## config.mk

```make
export PLATFORM = sky130hd
export DESIGN_NAME = timer_pin_io
export DESIGN_NICKNAME = d
export VERILOG_FILES = /design/src/timer_pin_pkg.sv /design/src/pin_sample_if.sv /design/src/timer_pin_io.sv /design/src/pin_sampler.sv /design/src/reload_down_counter.sv
export VERILOG_INCLUDE_DIRS = /design/src /design/src/src
export SDC_FILE = /design/constraint.sdc
export NUM_CORES = 1
export LEC_CHECK = 0
export BUFFER_PORTS_ARGS = -buffer_cell sky130_fd_sc_hd__buf_2
export CORE_UTILIZATION = 45
export CTS_BUF_LIST = sky130_fd_sc_hd__clkbuf_2
export CTS_CLUSTER_SIZE = 24
export DETAILED_ROUTE_END_ITERATION = 8
export GPL_TIMING_DRIVEN = 0
export PLACE_DENSITY = 0.63
export REMOVE_ABC_BUFFERS = 1
export SLEW_MARGIN = 20
export SYNTH_ARGS = -nofsm -noshare
export SYNTH_HDL_FRONTEND = slang
export SYNTH_HIERARCHICAL = 1
export SYNTH_SLANG_ARGS = --single-unit
```

## constraint.sdc

```tcl
create_clock -name i_clk_sys -period 4.81 [get_ports i_clk_sys]
set_input_delay 0.2405 -clock i_clk_sys [delete_from_list [all_inputs] [get_ports i_clk_sys]]
set_output_delay 0.2405 -clock i_clk_sys [all_outputs]
set_load 0.02 [all_outputs]
```

## src/timer_pin_map.svh

```systemverilog
// Purpose: offsets, field positions, reset values and timing counts
// Assumes: byte-wide register file, one internal clock
// Notes: definitions only
`ifndef TIMER_PIN_MAP_SVH
`define TIMER_PIN_MAP_SVH
// register offsets
`define OFS_TIMER_MODE_CONTROL 8'hf1
`define OFS_MAIN_DOWN_COUNTER 8'hf2
`define OFS_PRESCALER_CONFIG 8'hf3
// timer_mode_control fields
`define TMC_LOAD 2
`define TMC_ENABLE 3
`define TMC_IN_LO 4
`define TMC_IN_HI 5
`define TMC_OUT_LO 6
`define TMC_OUT_HI 7
// prescaler_config fields
`define PRE_CONTINUOUS 0
`define PRE_INT_SOURCE 2
`define PRE_MOD_LO 2
`define PRE_MOD_HI 7
// port five pins
`define PORT_BIT_SIX 6
// reset values
`define TMC_RESET 8'h00
`define PRE_RESET 8'h00
`define CNT_RESET 8'h00
// timing: timer clock is the internal clock divided by four
`define CLK_PERIOD_NS 10
`define TIMER_CLK_DIV 4
`define TIMER_DIV_LAST 2'h3
`endif

```

## src/timer_pin_pkg.sv

```systemverilog
// Purpose: types shared by the timer pin block
// Assumes: nothing
// Notes: constants live in timer_pin_map.svh
package timer_pin_pkg;
	// input pin function, timer_mode_control bits 5:4
	typedef enum logic [1:0] {
		IN_EXT_CLOCK = 2'b00,
		IN_GATED = 2'b01,
		IN_TRIGGERED = 2'b10,
		IN_RETRIGGER = 2'b11
	} in_mode_type;
	// output pin source, timer_mode_control bits 7:6
	typedef enum logic [1:0] {
		OUT_DATA = 2'b00,
		OUT_OTHER = 2'b01,
		OUT_TOGGLE = 2'b10,
		OUT_CLOCK = 2'b11
	} out_sel_type;
	// trigger arming, gray along idle-armed-run
	typedef enum logic [1:0] {
		ST_IDLE = 2'b00,
		ST_ARMED = 2'b01,
		ST_RUN = 2'b11
	} arm_state_type;
endpackage

```

## src/pin_sample_if.sv

```systemverilog
// Purpose: carries the sampled input pin between modules
// Assumes: one clock domain
// Notes: level and falling-edge pulse travel together
`timescale 1ns/1ps
`default_nettype none
interface pin_sample_if;
	logic level;
	logic fall;
	modport source (output level, fall);
	modport sink (input level, fall);
endinterface
`default_nettype wire

```

## src/timer_pin_io.sv

```systemverilog
// Purpose: 8-bit down-counter timer with 6-bit prescaler and pin modes
// Assumes: register writes are one-cycle strobes from the processor
// Notes: the internal clock is i_clk_sys; the pin mux sits here too
// Operation
// - mode bits 7:6 pick pin source: 00 port data, 10 toggle
// - mode bits 7:6 equal 11 put the internal clock over two on the pin
// - writing load bit presets the output toggle to one
// - each count end inverts the toggle that drives the pin
// - port data writes ignored while pin is timer-owned; reads give level
// - mode bits 5:4 select external, gated, triggered or retriggerable
// - trigger edge loads prescaler and counter without software help
// - every input falling edge raises the input edge request
// - external mode counts each input falling edge
// - gated mode counts timer clock only while input is high
// - gated falling edge raises edge request; count end its own request
// - triggered mode starts on first falling edge; later edges ignored
// - triggered single pass clears enable at count end
// - triggered continuous keeps reloading until software clears enable
// - retrigger mode reloads on every falling edge
// - retrigger single pass clears enable at count end; edges ignored
// - retrigger continuous reloads on edges and requests every end
// - load bit copies initial values, clears itself next clock
// - timer clock is internal clock over four, one synchronous chain
// - prescaler bit 0 picks single pass or continuous reload
// - prescaler modulo bits 7:2, zero divides by 64, one passes
`timescale 1ns/1ps
`default_nettype none
`include "timer_pin_map.svh"
module timer_pin_io #(
	parameter int PRE_W = 6,
	parameter int CNT_W = 8
) (
	// clock and reset
	input wire logic i_clk_sys,
	input wire logic i_rstn,
	input wire logic i_ce,
	// register file access
	input wire logic [7:0] i_reg_addr,
	input wire logic i_reg_wr,
	input wire logic [7:0] i_reg_wdata,
	output logic [7:0] o_reg_rdata,
	// port five context
	input wire logic [7:0] i_port_five_direction,
	input wire logic i_port_data_wr,
	input wire logic i_port_data_bit6,
	output logic o_port_bit6_level,
	// pins
	input wire logic i_timer_input_pin,
	output logic o_timer_output_pin,
	output logic o_timer_output_oe_n,
	// requests, one-cycle pulses
	output logic o_count_end_request,
	output logic o_input_edge_request
);
	// register addressing is fixed at a byte
	if (PRE_W != 6 || CNT_W != 8) begin : g_bad_width
		$error("timer_pin_io supports only a 6-bit prescaler, 8-bit counter");
	end

	logic [7:0] tmc_q;
	logic [7:0] pre_q;
	logic [CNT_W-1:0] init_q;
	logic load_q;
	logic en_q;
	logic [1:0] div_q;
	logic timer_output_pin_q;
	logic clk_out_q;
	logic port_data_q;
	timer_pin_pkg::arm_state_type st_q, st_d;

	pin_sample_if smp ();

	// synchronised input
	pin_sampler u_sampler (
		.i_clk_sys(i_clk_sys),
		.i_rstn(i_rstn),
		.i_ce(i_ce),
		.i_pin(i_timer_input_pin),
		.o_smp(smp.source)
	);

	// register decode
	wire wr = i_reg_wr & i_ce;
	wire tmc_wr = wr & (i_reg_addr == `OFS_TIMER_MODE_CONTROL);
	wire cnt_wr = wr & (i_reg_addr == `OFS_MAIN_DOWN_COUNTER);
	wire pre_wr = wr & (i_reg_addr == `OFS_PRESCALER_CONFIG);
	wire sw_load = tmc_wr & i_reg_wdata[`TMC_LOAD];
	wire sw_enable = tmc_wr & i_reg_wdata[`TMC_ENABLE];

	// mode fields
	timer_pin_pkg::in_mode_type in_mode;
	timer_pin_pkg::out_sel_type out_sel;
	assign in_mode = timer_pin_pkg::in_mode_type'(
		tmc_q[`TMC_IN_HI:`TMC_IN_LO]);
	assign out_sel = timer_pin_pkg::out_sel_type'(
		tmc_q[`TMC_OUT_HI:`TMC_OUT_LO]);
	wire pin_src = ~pre_q[`PRE_INT_SOURCE]; // input pin drives the chain
	wire continuous = pre_q[`PRE_CONTINUOUS];
	wire [PRE_W-1:0] pre_mod = pre_q[`PRE_MOD_HI:`PRE_MOD_LO];
	wire trig_mode = pin_src & in_mode[1];

	// divide-by-four, restarted by an enable write so the first
	// decrement lands four internal clocks later
	wire timer_tick = (div_q == `TIMER_DIV_LAST);

	// trigger arming: triggered fires once, retrigger on every edge
	wire trig_fire = trig_mode & en_q & smp.fall &
		((in_mode == timer_pin_pkg::IN_RETRIGGER) ||
		(st_q == timer_pin_pkg::ST_ARMED));

	// step source for the prescaler per input mode
	logic pre_step_src;
	always_comb begin
		if (!pin_src) begin
			pre_step_src = timer_tick;
		end else begin
			unique case (in_mode)
				timer_pin_pkg::IN_EXT_CLOCK:
					pre_step_src = smp.fall;
				timer_pin_pkg::IN_GATED:
					pre_step_src = timer_tick & smp.level;
				timer_pin_pkg::IN_TRIGGERED,
				timer_pin_pkg::IN_RETRIGGER:
					pre_step_src = timer_tick &
						(st_q == timer_pin_pkg::ST_RUN);
			endcase
		end
	end

	wire pre_step = en_q & pre_step_src & ~trig_fire;
	wire chain_load = load_q | trig_fire;
	logic pre_carry;
	logic cnt_end;
	logic [PRE_W-1:0] pre_count;
	logic [CNT_W-1:0] cnt_count;

	// prescaler always reloads on its own end
	reload_down_counter #(.W(PRE_W)) u_prescaler (
		.i_clk_sys(i_clk_sys),
		.i_rstn(i_rstn),
		.i_ce(i_ce),
		.i_load(chain_load),
		.i_step(pre_step),
		.i_auto(1'b1),
		.i_init(pre_mod),
		.o_count(pre_count),
		.o_end(pre_carry)
	);

	// main counter steps on prescaler carry, same edge: one chain
	reload_down_counter #(.W(CNT_W)) u_main_down_counter (
		.i_clk_sys(i_clk_sys),
		.i_rstn(i_rstn),
		.i_ce(i_ce),
		.i_load(chain_load),
		.i_step(pre_carry),
		.i_auto(continuous),
		.i_init(init_q),
		.o_count(cnt_count),
		.o_end(cnt_end)
	);

	// single pass in trigger modes drops enable at the end
	wire en_clear = cnt_end & trig_mode & ~continuous;

	// arming state next value
	always_comb begin
		st_d = st_q;
		unique case (st_q)
			timer_pin_pkg::ST_IDLE:
				if (en_q && trig_mode) st_d = timer_pin_pkg::ST_ARMED;
			timer_pin_pkg::ST_ARMED:
				if (trig_fire) st_d = timer_pin_pkg::ST_RUN;
			timer_pin_pkg::ST_RUN:
				if (en_clear) st_d = timer_pin_pkg::ST_IDLE;
			default:
				st_d = timer_pin_pkg::ST_IDLE;
		endcase
		if (!en_q || !trig_mode) begin
			st_d = timer_pin_pkg::ST_IDLE;
		end
	end

	// pin source selection
	logic pin_d;
	always_comb begin
		unique case (out_sel)
			timer_pin_pkg::OUT_DATA,
			timer_pin_pkg::OUT_OTHER: pin_d = port_data_q;
			timer_pin_pkg::OUT_TOGGLE: pin_d = timer_output_pin_q;
			timer_pin_pkg::OUT_CLOCK: pin_d = clk_out_q;
		endcase
	end
	wire timer_owns_pin = out_sel[1];

	// read mux: counter reads show the live count
	logic [7:0] rdata_d;
	always_comb begin
		unique case (i_reg_addr)
			`OFS_TIMER_MODE_CONTROL: rdata_d = {tmc_q[7:4], en_q, load_q,
				tmc_q[1:0]};
			`OFS_MAIN_DOWN_COUNTER: rdata_d = cnt_count;
			`OFS_PRESCALER_CONFIG: rdata_d = pre_q;
			default: rdata_d = 8'h00;
		endcase
	end

	// control registers
	always_ff @(posedge i_clk_sys) begin
		if (!i_rstn) begin
			tmc_q <= `TMC_RESET;
			pre_q <= `PRE_RESET;
			init_q <= `CNT_RESET;
			load_q <= 1'b0;
			st_q <= timer_pin_pkg::ST_IDLE;
		end else if (i_ce) begin
			if (tmc_wr) tmc_q <= i_reg_wdata;
			if (pre_wr) pre_q <= i_reg_wdata;
			if (cnt_wr) init_q <= i_reg_wdata;
			load_q <= sw_load; // clears on the next clock
			st_q <= st_d;
		end
	end

	// enable: a software write wins over the end-of-pass clear
	always_ff @(posedge i_clk_sys) begin
		if (!i_rstn) begin
			en_q <= 1'b0;
		end else if (i_ce) begin
			if (tmc_wr) en_q <= i_reg_wdata[`TMC_ENABLE];
			else if (en_clear) en_q <= 1'b0;
		end
	end

	// timer clock divider
	always_ff @(posedge i_clk_sys) begin
		if (!i_rstn) begin
			div_q <= 2'h0;
		end else if (i_ce) begin
			div_q <= (sw_enable || chain_load) ? 2'h0 : div_q + 2'h1;
		end
	end

	// toggle: load preset has priority over a coincident end
	always_ff @(posedge i_clk_sys) begin
		if (!i_rstn) begin
			timer_output_pin_q <= 1'b1;
			clk_out_q <= 1'b0;
		end else if (i_ce) begin
			if (sw_load) timer_output_pin_q <= 1'b1;
			else if (cnt_end) timer_output_pin_q <= ~timer_output_pin_q;
			clk_out_q <= ~clk_out_q; // flop-limited clock image
		end
	end

	// port data latch is frozen while the timer owns the pin
	always_ff @(posedge i_clk_sys) begin
		if (!i_rstn) begin
			port_data_q <= 1'b1;
		end else if (i_ce && i_port_data_wr && !timer_owns_pin) begin
			port_data_q <= i_port_data_bit6;
		end
	end

	// registered outputs
	always_ff @(posedge i_clk_sys) begin
		if (!i_rstn) begin
			o_reg_rdata <= 8'h00;
			o_timer_output_pin <= 1'b1;
			o_port_bit6_level <= 1'b1;
			o_timer_output_oe_n <= 1'b1;
			o_count_end_request <= 1'b0;
			o_input_edge_request <= 1'b0;
		end else if (i_ce) begin
			o_reg_rdata <= rdata_d;
			o_timer_output_pin <= pin_d;
			o_port_bit6_level <= pin_d;
			o_timer_output_oe_n <= i_port_five_direction[`PORT_BIT_SIX];
			o_count_end_request <= cnt_end;
			o_input_edge_request <= smp.fall;
		end
	end

	// checks
	edge_request_a: assert property (@(posedge i_clk_sys)
		disable iff (!i_rstn) i_ce && smp.fall |=> o_input_edge_request)
		else $error("falling edge gave no edge request");
	load_clears_a: assert property (@(posedge i_clk_sys)
		disable iff (!i_rstn) i_ce && sw_load |=> load_q ##1 !load_q)
		else $error("load bit did not self clear");
	toggle_preset_a: assert property (@(posedge i_clk_sys)
		disable iff (!i_rstn) i_ce && sw_load |=> timer_output_pin_q)
		else $error("load did not preset the toggle");
	toggle_flip_a: assert property (@(posedge i_clk_sys)
		disable iff (!i_rstn) i_ce && cnt_end && !sw_load |=>
		timer_output_pin_q != $past(timer_output_pin_q))
		else $error("count end did not invert toggle");
	pin_toggle_a: assert property (@(posedge i_clk_sys)
		disable iff (!i_rstn) i_ce && out_sel == timer_pin_pkg::OUT_TOGGLE
		|=> o_timer_output_pin == $past(timer_output_pin_q))
		else $error("pin not following toggle");
	clock_out_a: assert property (@(posedge i_clk_sys)
		disable iff (!i_rstn) i_ce && out_sel == timer_pin_pkg::OUT_CLOCK
		##1 i_ce && out_sel == timer_pin_pkg::OUT_CLOCK
		|=> o_timer_output_pin != $past(o_timer_output_pin))
		else $error("clock image not toggling on the pin");
	port_frozen_a: assert property (@(posedge i_clk_sys)
		disable iff (!i_rstn) i_ce && timer_owns_pin |=> $stable(port_data_q))
		else $error("port write changed timer-owned pin");
	single_stop_a: assert property (@(posedge i_clk_sys)
		disable iff (!i_rstn) i_ce && en_clear && !tmc_wr |=> !en_q)
		else $error("single pass did not drop enable");
	single_rest_a: assert property (@(posedge i_clk_sys)
		disable iff (!i_rstn) i_ce && cnt_end && !continuous |=>
		cnt_count == 8'h00)
		else $error("single pass did not rest at zero");
	gate_hold_a: assert property (@(posedge i_clk_sys)
		disable iff (!i_rstn) pin_src && in_mode == timer_pin_pkg::IN_GATED
		&& !smp.level |-> !pre_step)
		else $error("gated prescaler stepped while low");
	trig_once_a: assert property (@(posedge i_clk_sys)
		disable iff (!i_rstn) st_q == timer_pin_pkg::ST_RUN &&
		in_mode == timer_pin_pkg::IN_TRIGGERED |-> !trig_fire)
		else $error("triggered mode restarted on later edge");
	trig_load_a: assert property (@(posedge i_clk_sys)
		disable iff (!i_rstn) i_ce && trig_fire |=>
		cnt_count == $past(init_q) && pre_count == $past(pre_mod))
		else $error("trigger edge did not load the counters");
	retrig_reload_a: assert property (@(posedge i_clk_sys)
		disable iff (!i_rstn) pin_src && en_q && smp.fall &&
		in_mode == timer_pin_pkg::IN_RETRIGGER
		|=> cnt_count == $past(init_q))
		else $error("retrigger edge did not reload");
	tick_spacing_a: assert property (@(posedge i_clk_sys)
		disable iff (!i_rstn) i_ce && timer_tick && !sw_enable && !chain_load
		##1 i_ce [*3] |-> !timer_tick)
		else $error("timer clock not divide by four");
endmodule // timer_pin_io
`default_nettype wire

```

## src/pin_sampler.sv

```systemverilog
// Purpose: synchroniser and edge finder for the timer input pin
// Assumes: pin is asynchronous to the internal clock
// Notes: first stage feeds only the second stage
`timescale 1ns/1ps
`default_nettype none
module pin_sampler (
	// clock and reset
	input wire logic i_clk_sys,
	input wire logic i_rstn,
	input wire logic i_ce,
	// pin
	input wire logic i_pin,
	// sampled view
	pin_sample_if.source o_smp
);
	logic meta_q;
	logic sync_q;
	logic prev_q;

	// two-flop synchroniser then one history stage
	always_ff @(posedge i_clk_sys) begin
		if (!i_rstn) begin
			meta_q <= 1'b1;
			sync_q <= 1'b1;
			prev_q <= 1'b1;
		end else if (i_ce) begin
			meta_q <= i_pin;
			sync_q <= meta_q;
			prev_q <= sync_q;
		end
	end

	// edges judged only on the synchronised copy
	assign o_smp.level = sync_q;
	assign o_smp.fall = prev_q & ~sync_q & i_ce;
endmodule // pin_sampler
`default_nettype wire

```

## src/reload_down_counter.sv

```systemverilog
// Purpose: true divide-by-n down counter with reload and end pulse
// Assumes: an init of zero means full range (2**W)
// Notes: used for prescaler and main counter
`timescale 1ns/1ps
`default_nettype none
module reload_down_counter #(
	parameter int W = 8
) (
	// clock and reset
	input wire logic i_clk_sys,
	input wire logic i_rstn,
	input wire logic i_ce,
	// control
	input wire logic i_load,
	input wire logic i_step,
	input wire logic i_auto,
	input wire logic [W-1:0] i_init,
	// state
	output logic [W-1:0] o_count,
	output logic o_end
);
	logic [W-1:0] cnt_q;
	logic stop_q;
	logic at_one;

	if (W < 2) begin : g_bad_width
		$error("reload_down_counter needs W of at least 2");
	end

	assign at_one = (cnt_q == {{(W-1){1'b0}}, 1'b1});
	// end fires on the step that leaves one; a stopped counter is silent
	assign o_end = i_step & at_one & ~stop_q & ~i_load;
	assign o_count = cnt_q;

	// load beats stepping so a retrigger always restarts cleanly
	always_ff @(posedge i_clk_sys) begin
		if (!i_rstn) begin
			cnt_q <= '0;
			stop_q <= 1'b1;
		end else if (i_ce) begin
			if (i_load) begin
				cnt_q <= i_init;
				stop_q <= 1'b0;
			end else if (i_step && !stop_q) begin
				if (at_one) begin
					cnt_q <= i_auto ? i_init : '0;
					stop_q <= ~i_auto;
				end else begin
					cnt_q <= cnt_q - 1'b1;
				end
			end
		end
	end
endmodule // reload_down_counter
`default_nettype wire

```

# Word-level counts from Yosys, hierarchy flattened
# Cells that the tools add are included.
[op_classes]
n_addsub = 3
n_eq_ne = 17
mux = 27
bitwise_logic = 34
n_reduce_logical = 34
[op_table]
columns = ["op", "n"]
rows = [
  ["8-bit two-way mux", 4],
  ["1-bit bitwise AND", 24],
  ["8-bit == test (second input constant)", 3],
  ["8-bit one-hot mux with 3 select lines", 1],
  ["6-bit two-way mux", 3],
  ["2-bit AND reduction", 7],
  ["2-bit == test (second input constant)", 6],
  ["2-bit nonzero test", 6],
  ["1-bit two-way mux", 11],
  ["2-bit two-way mux", 5],
  ["1-bit NOT", 9],
  ["8-bit by 1-bit == test with 1-bit output (second input constant)", 1],
  ["8-bit by 1-bit subtractor with 8-bit output (second input constant)", 1],
  ["2-bit by 1-bit == test with 1-bit output (second input constant)", 3],
  ["6-bit by 1-bit == test with 1-bit output (second input constant)", 1],
  ["2-bit zero test", 3],
  ["3-bit by 2-bit inequality test with 1-bit output (second input constant)", 2],
  ["1-bit one-hot mux with 3 select lines", 2],
  ["2-bit one-hot mux with 3 select lines", 1],
  ["3-bit AND reduction", 2],
  ["6-bit by 1-bit subtractor with 6-bit output (second input constant)", 1],
  ["1-bit logical AND", 5],
  ["1-bit zero test", 5],
  ["4-bit AND reduction", 1],
  ["5 further kinds", 8],
]
[word_totals]
reg_bits = 64
output_inout_bits = 13

# Logic depth before layout (Yosys ltp)
[logic_depth]
ltp_word = 18
depth_mapped = 12
ltp_nobuf = 12

# Modules after synthesis
# Netlist, hierarchy kept.
[modules_own_cells]
columns = ["module", "instances", "cells_per_inst", "area_each_um2", "seq_area_each_um2"]
rows = [
  ["timer_pin_io", 1, 233, 2060.7, 860.8],
  ["reload_down_counter (u_main_down_counter)", 1, 75, 620.6, 180.2],
  ["reload_down_counter (u_prescaler)", 1, 63, 525.5, 140.1],
  ["pin_sampler", 1, 10, 111.4, 60.1],
]

# Worst setup path after synthesis
# Ideal clock, no wire load.
[synth_path]
kind = "reg2reg"
startpoint = "register u_sampler.sync_q (netlist: u_sampler/o_smp.level)"
endpoint = "register en_q"
t_arrival_ps = 2614
t_required_ps = 4689
path_slack_ps = 2075
path_stages_with_launch = 13
synth_period_minus_slack_ps = 2735
cell_sequence = "dfxtp_1 -> and3b_2 -> nand4b_1 -> a21oi_1 -> or2_2 -> buf_2 -> nor3b_1 -> nor2b_1 -> and3b_1 -> nand2_1 -> or4b_1 -> nand3_1 -> o21ai_0"
[synth_rtl]
columns = ["element", "line_no", "rtl"]
rows = [
  ["start: declaration", "pin_sampler.sv:17", "logic sync_q;"],
  ["start signal: assignment", "pin_sampler.sv:28", "sync_q <= meta_q;"],
  ["1-bit NOT", "pin_sampler.sv:35", "assign o_smp.fall = prev_q & ~sync_q & i_ce;"],
  ["1-bit bitwise AND (2 in series)", "pin_sampler.sv:35", ""],
  ["net smp.fall", "pin_sample_if.sv:8", "logic fall;"],
  ["1-bit bitwise AND (2 in series)", "timer_pin_io.sv:107", "wire trig_fire = trig_mode & en_q & smp.fall &"],
  ["1-bit bitwise OR", "timer_pin_io.sv:131", "wire chain_load = load_q | trig_fire;"],
  ["net chain_load", "timer_pin_io.sv:131", ""],
  ["1-bit NOT", "reload_down_counter.sv:32", "assign o_end = i_step & at_one & ~stop_q & ~i_load;"],
  ["1-bit bitwise AND", "reload_down_counter.sv:32", ""],
  ["net pre_carry", "timer_pin_io.sv:132", "logic pre_carry;"],
  ["1-bit bitwise AND (3 in series)", "reload_down_counter.sv:32", ""],
  ["net cnt_end", "timer_pin_io.sv:133", "logic cnt_end;"],
  ["1-bit bitwise AND (2 in series)", "timer_pin_io.sv:164", "wire en_clear = cnt_end & trig_mode & ~continuous;"],
  ["2-bit nonzero test (no source line)", "n/a", ""],
  ["2-bit AND reduction (no source line)", "n/a", ""],
  ["end signal: assignment", "timer_pin_io.sv:230", "if (tmc_wr) en_q <= i_reg_wdata[`TMC_ENABLE];"],
  ["end: declaration", "timer_pin_io.sv:64", "logic en_q;"],
]
# The timed path passes the listed nets, and every way through them passes these cells.
# A chain may end at the register's enable or synchronous reset.

# Final worst setup path
# Same ends and word-level chain as after synthesis.

==> impl_metrics.csv <==
group,metric,value,unit
power,swShare,24.0,%
timing,worst_hold_slack,0.0377,ns
power,seqPwrFrac,55.4,%
setup_path,worstSetupPathType,"reg -> reg",
timing,drv_slew,0,
timing,fin_tns_setup,0,ns
logic_synthesis,async_flop_share,0,%
grt,use_met1,31.6,%
logic_synthesis,netlist_area,0.00332,mm²
setup_path,crit_required,5.16,ns
setup_path,critPathLaunchType,"register",
routing,wl,7.92,mm
grt,top_usage_layer,"met2",
routing,wire_per_inst,15.2,µm
setup_path,end_kind,"register",
power,power_switching,0.000226,W
grt,grt_pass1_wl,13.2,mm
clock_tree,numCtsBuffers,9,
timing,rsz0062_at_grt,"false",
power,total_power,0.000942,W
timing,min_period,3.35,ns
setup_path,worstSetupStartpoint,"u_sampler/o_smp.level",
grt,grt_usage,22.2,%
clock_tree,clockBufferDepth,2,
logic_synthesis,synth_cell_types,72,
logic_synthesis,synthFlopType,"dfxtp_1",
setup_path,endpoint,"en_q",
logic_synthesis,synth_seq_cells,62,
routing,drc,0,
die,io-pin-count,44,
logic_synthesis,postSynthCellCount,381,
placed_design,hpwl,5.38,mm
power,ir_drop,0.000113,V
layout,diodes,0,
timing,finalCritPeriodShare,69.7,%
placed_design,port_buffers,36,
grt,grt_max_degree,80,
grt,use_met2,33.1,%
logic_synthesis,synth.avg_cell_area,8.71,µm²
routing,drt_iter0_drc,199,
logic_synthesis,ys_seq_area_share,37.4,%
die,dieWidth,87.9,µm
clock_tree,post-cts-setup-buffer-count,0,
clock_tree,cts_max_level,3,
die,start_util,47.8,%
clock_tree,cts_tree,"done",
routing,vias_per_cell,5.62,
layout,drive_above_1_share,17.9,%
setup_path,rr_endpoint,"en_q",
setup_path,cp.arrival,3.70,ns
grt,grt.met3_usage,3.11,%
die,row_count,30,
setup_path,reg2reg_depth,11,
placed_design,place_congestion,0.871,
power,p_clk_share,38.1,%
power,pwr-share-comb,6.5,%
timing,slew_headroom,47.6,%
timing,timing.fmax,0.298,GHz
status,status,"finished, final reports clean",
power,p_int,0.000716,W
logic_synthesis,synth-edff-count,0,
logic_synthesis,ys_warn_count,6,
timing,skew,0.0193,ns
flow_run,drv_cap,0,
clock_tree,clk_pin_slew_worst_paths,0.18,ns
layout,area_growth,12.4,%
power,p_leak,1.52,nW
timing,report.final.setup_viol,0,
die,core_area,0.00694,mm²
routing,detail-route-antenna-nets,0,
clock_tree,clkLatencyLatePin,0.47,ns
layout,nets,455,
timing,hold_violations,0,
power,power_density,253,mW/mm²
routing,vias,2922,
die,dieArea,0.00772,mm²
setup_path,path_max_fanout,26,
die,die_h,87.9,µm
clock_tree,cts_sinks,62,
clock_tree,cts_root_buffer,"clkbuf_2",
setup_path,reg2reg_slack,1.46,ns
grt,grt_pass1_vias,2664,
timing,worstMarginPinSlew,0.786,ns
setup_path,r2r_start,"u_sampler/o_smp.level",
routing,dr.pass1.iters,4,
grt,grt_overflow,0,
grt,antenna_found_initial,0,
hold_path,hp-class,"in -> reg",
flip-flops by register name, indices dropped and copies added, names as in the netlist, 2 cells and up:
name                         cells
o_reg_rdata                      8
u_main_down_counter/o_count      8
u_prescaler/o_count              6
div_q                            2
tmc_q                            6
st_q                             2
pre_q                            8
init_q                           8
area by class of cell:
class,count,area [µm²]
clock buffers,11,55.1
clock inverters,5,73.8
fillers,656,3210
inverters,17,63.8
multi-input cells,287,1930
flip-flops and latches,62,1240
well taps,96,120
repair buffers,42,243
critical path, stage by stage, from the launching register on:
cell and delay [ns]:
dfxtp_1 0.42, and3b_2 0.25, nand4b_1 0.12, a21oi_1 0.09
or2_2 0.50, nor3b_1 0.24, nor2b_1 0.47, and3b_1 0.29
nand2_1 0.12, or4b_1 0.55, nand3_1 0.10, o21ai_0 0.07
cells in the mapped netlist (8+ instances only):
| cell | count | area, µm² |
|---|---|---|
| nand2_1 | 58 | 218 |
| nand3_1 | 21 | 105 |
| inv_1 | 17 | 63.8 |
| a22oi_1 | 8 | 60.1 |
| and2_1 | 11 | 68.8 |
| nor2_1 | 10 | 37.5 |
| mux2i_1 | 17 | 170 |
| a21oi_1 | 8 | 40.0 |
| mux2_2 | 8 | 90.1 |
| dfxtp_1 | 62 | 1240 |
| nor2b_1 | 9 | 56.3 |
| o21ai_0 | 21 | 105 |
| o22ai_1 | 9 | 56.3 |
| clkbuf_1 | 10 | 37.5 |
| a21boi_0 | 8 | 60.1 |
layer usage:
layer | routed length [µm] | part of all wire (%)
met3 | 369 | 4.7
met4 | 141 | 1.8
met5 | 0 | 0
met2 | 3610 | 46
met1 | 3800 | 48
worst min path at each step:
stage	startpoint	endpoint	slack, ns	depth (start not counted)
after CTS	i_reg_wdata[0]	tmc_q[0]	0.002	3
after floorplan	i_rstn	o_timer_output_oe_n	0.30	1
after global placement	pre_q[1]	pre_q[1]	0.44	2
after global routing	i_reg_wdata[5]	pre_q[5]	0.02	3
final	i_reg_wdata[0]	tmc_q[0]	0.04	3
after detailed placement	tmc_q[1]	tmc_q[1]	0.45	2
layout by cell type (no fill, tap or decap), types with 3 or more instances in the layout:
| cell | instances |
|---|---|
| mux2i_1 | 17 |
| a22oi_1 | 8 |
| nand4b_1 | 3 |
| a21boi_0 | 8 |
| nand3b_1 | 5 |
| buf_2 | 35 |
| conb_1 | 5 |
| o22ai_1 | 9 |
| or3_1 | 3 |
| nand2b_1 | 3 |
| dfxtp_1 | 62 |
| ha_1 | 5 |
| and2_1 | 11 |
| a21oi_1 | 8 |
| nand2_1 | 58 |
| a211o_1 | 3 |
| nand3_1 | 21 |
| nor3b_1 | 3 |
| inv_1 | 17 |
| o21a_1 | 3 |
| and3_1 | 3 |
| clkbuf_2 | 11 |
| a221o_1 | 3 |
| o21ai_0 | 21 |
| mux2_2 | 8 |
| nor2b_1 | 8 |
| nor2_1 | 10 |
| nor2b_2 | 3 |
| a31oi_1 | 5 |
| dlygate4sd3_1 | 6 |
through the flow:
step           instances  area [µm²]  setup slack, ns  utilization (%)
6_report             520        3730             1.46             53.7
5_1_grt              520        3730             1.29             53.7
4_1_cts              520        3730             1.48             53.7
3_5_place_dp         498        3540             1.02             51.0
3_3_place_gp         498        3540             1.06             50.9
2_1_floorplan        366        3240             2.11                -
power by group through the flow:
stage,logic [W],registers (W),clock network (W)
2_1_floorplan,0.0000206,0.000533,0
3_3_place_gp,0.0000569,0.000532,0
3_5_place_dp,0.0000577,0.000532,0
4_1_cts,0.0000613,0.000521,0.000367
5_1_grt,0.0000681,0.000523,0.000396
6_report,0.0000616,0.000521,0.000359
logic make-up (layout without fill, tap and decap cells):
logic type,count (synthesis),after routing,synth area share (%)
and+or+nand+nor,159,159,27.8
AOI/OAI and AO/OA,90,90,19.3
DFF,62,62,37.4
buffers and inverters,36,75,4.86
muxes,26,26,8.18
adders and majority gates,5,5,1.89
xor gates and xnor gates,2,2,0.528
other,1,5,0.113
repair_timing:
| action | CTS | global route |
|---|---|---|
| endpoints found under the hold margin | 7 | 0 |
| resized for setup | 0 | 0 |
| hold buffers | 6 | 0 |
Note: power is estimated with default switching activity, not from simulation.
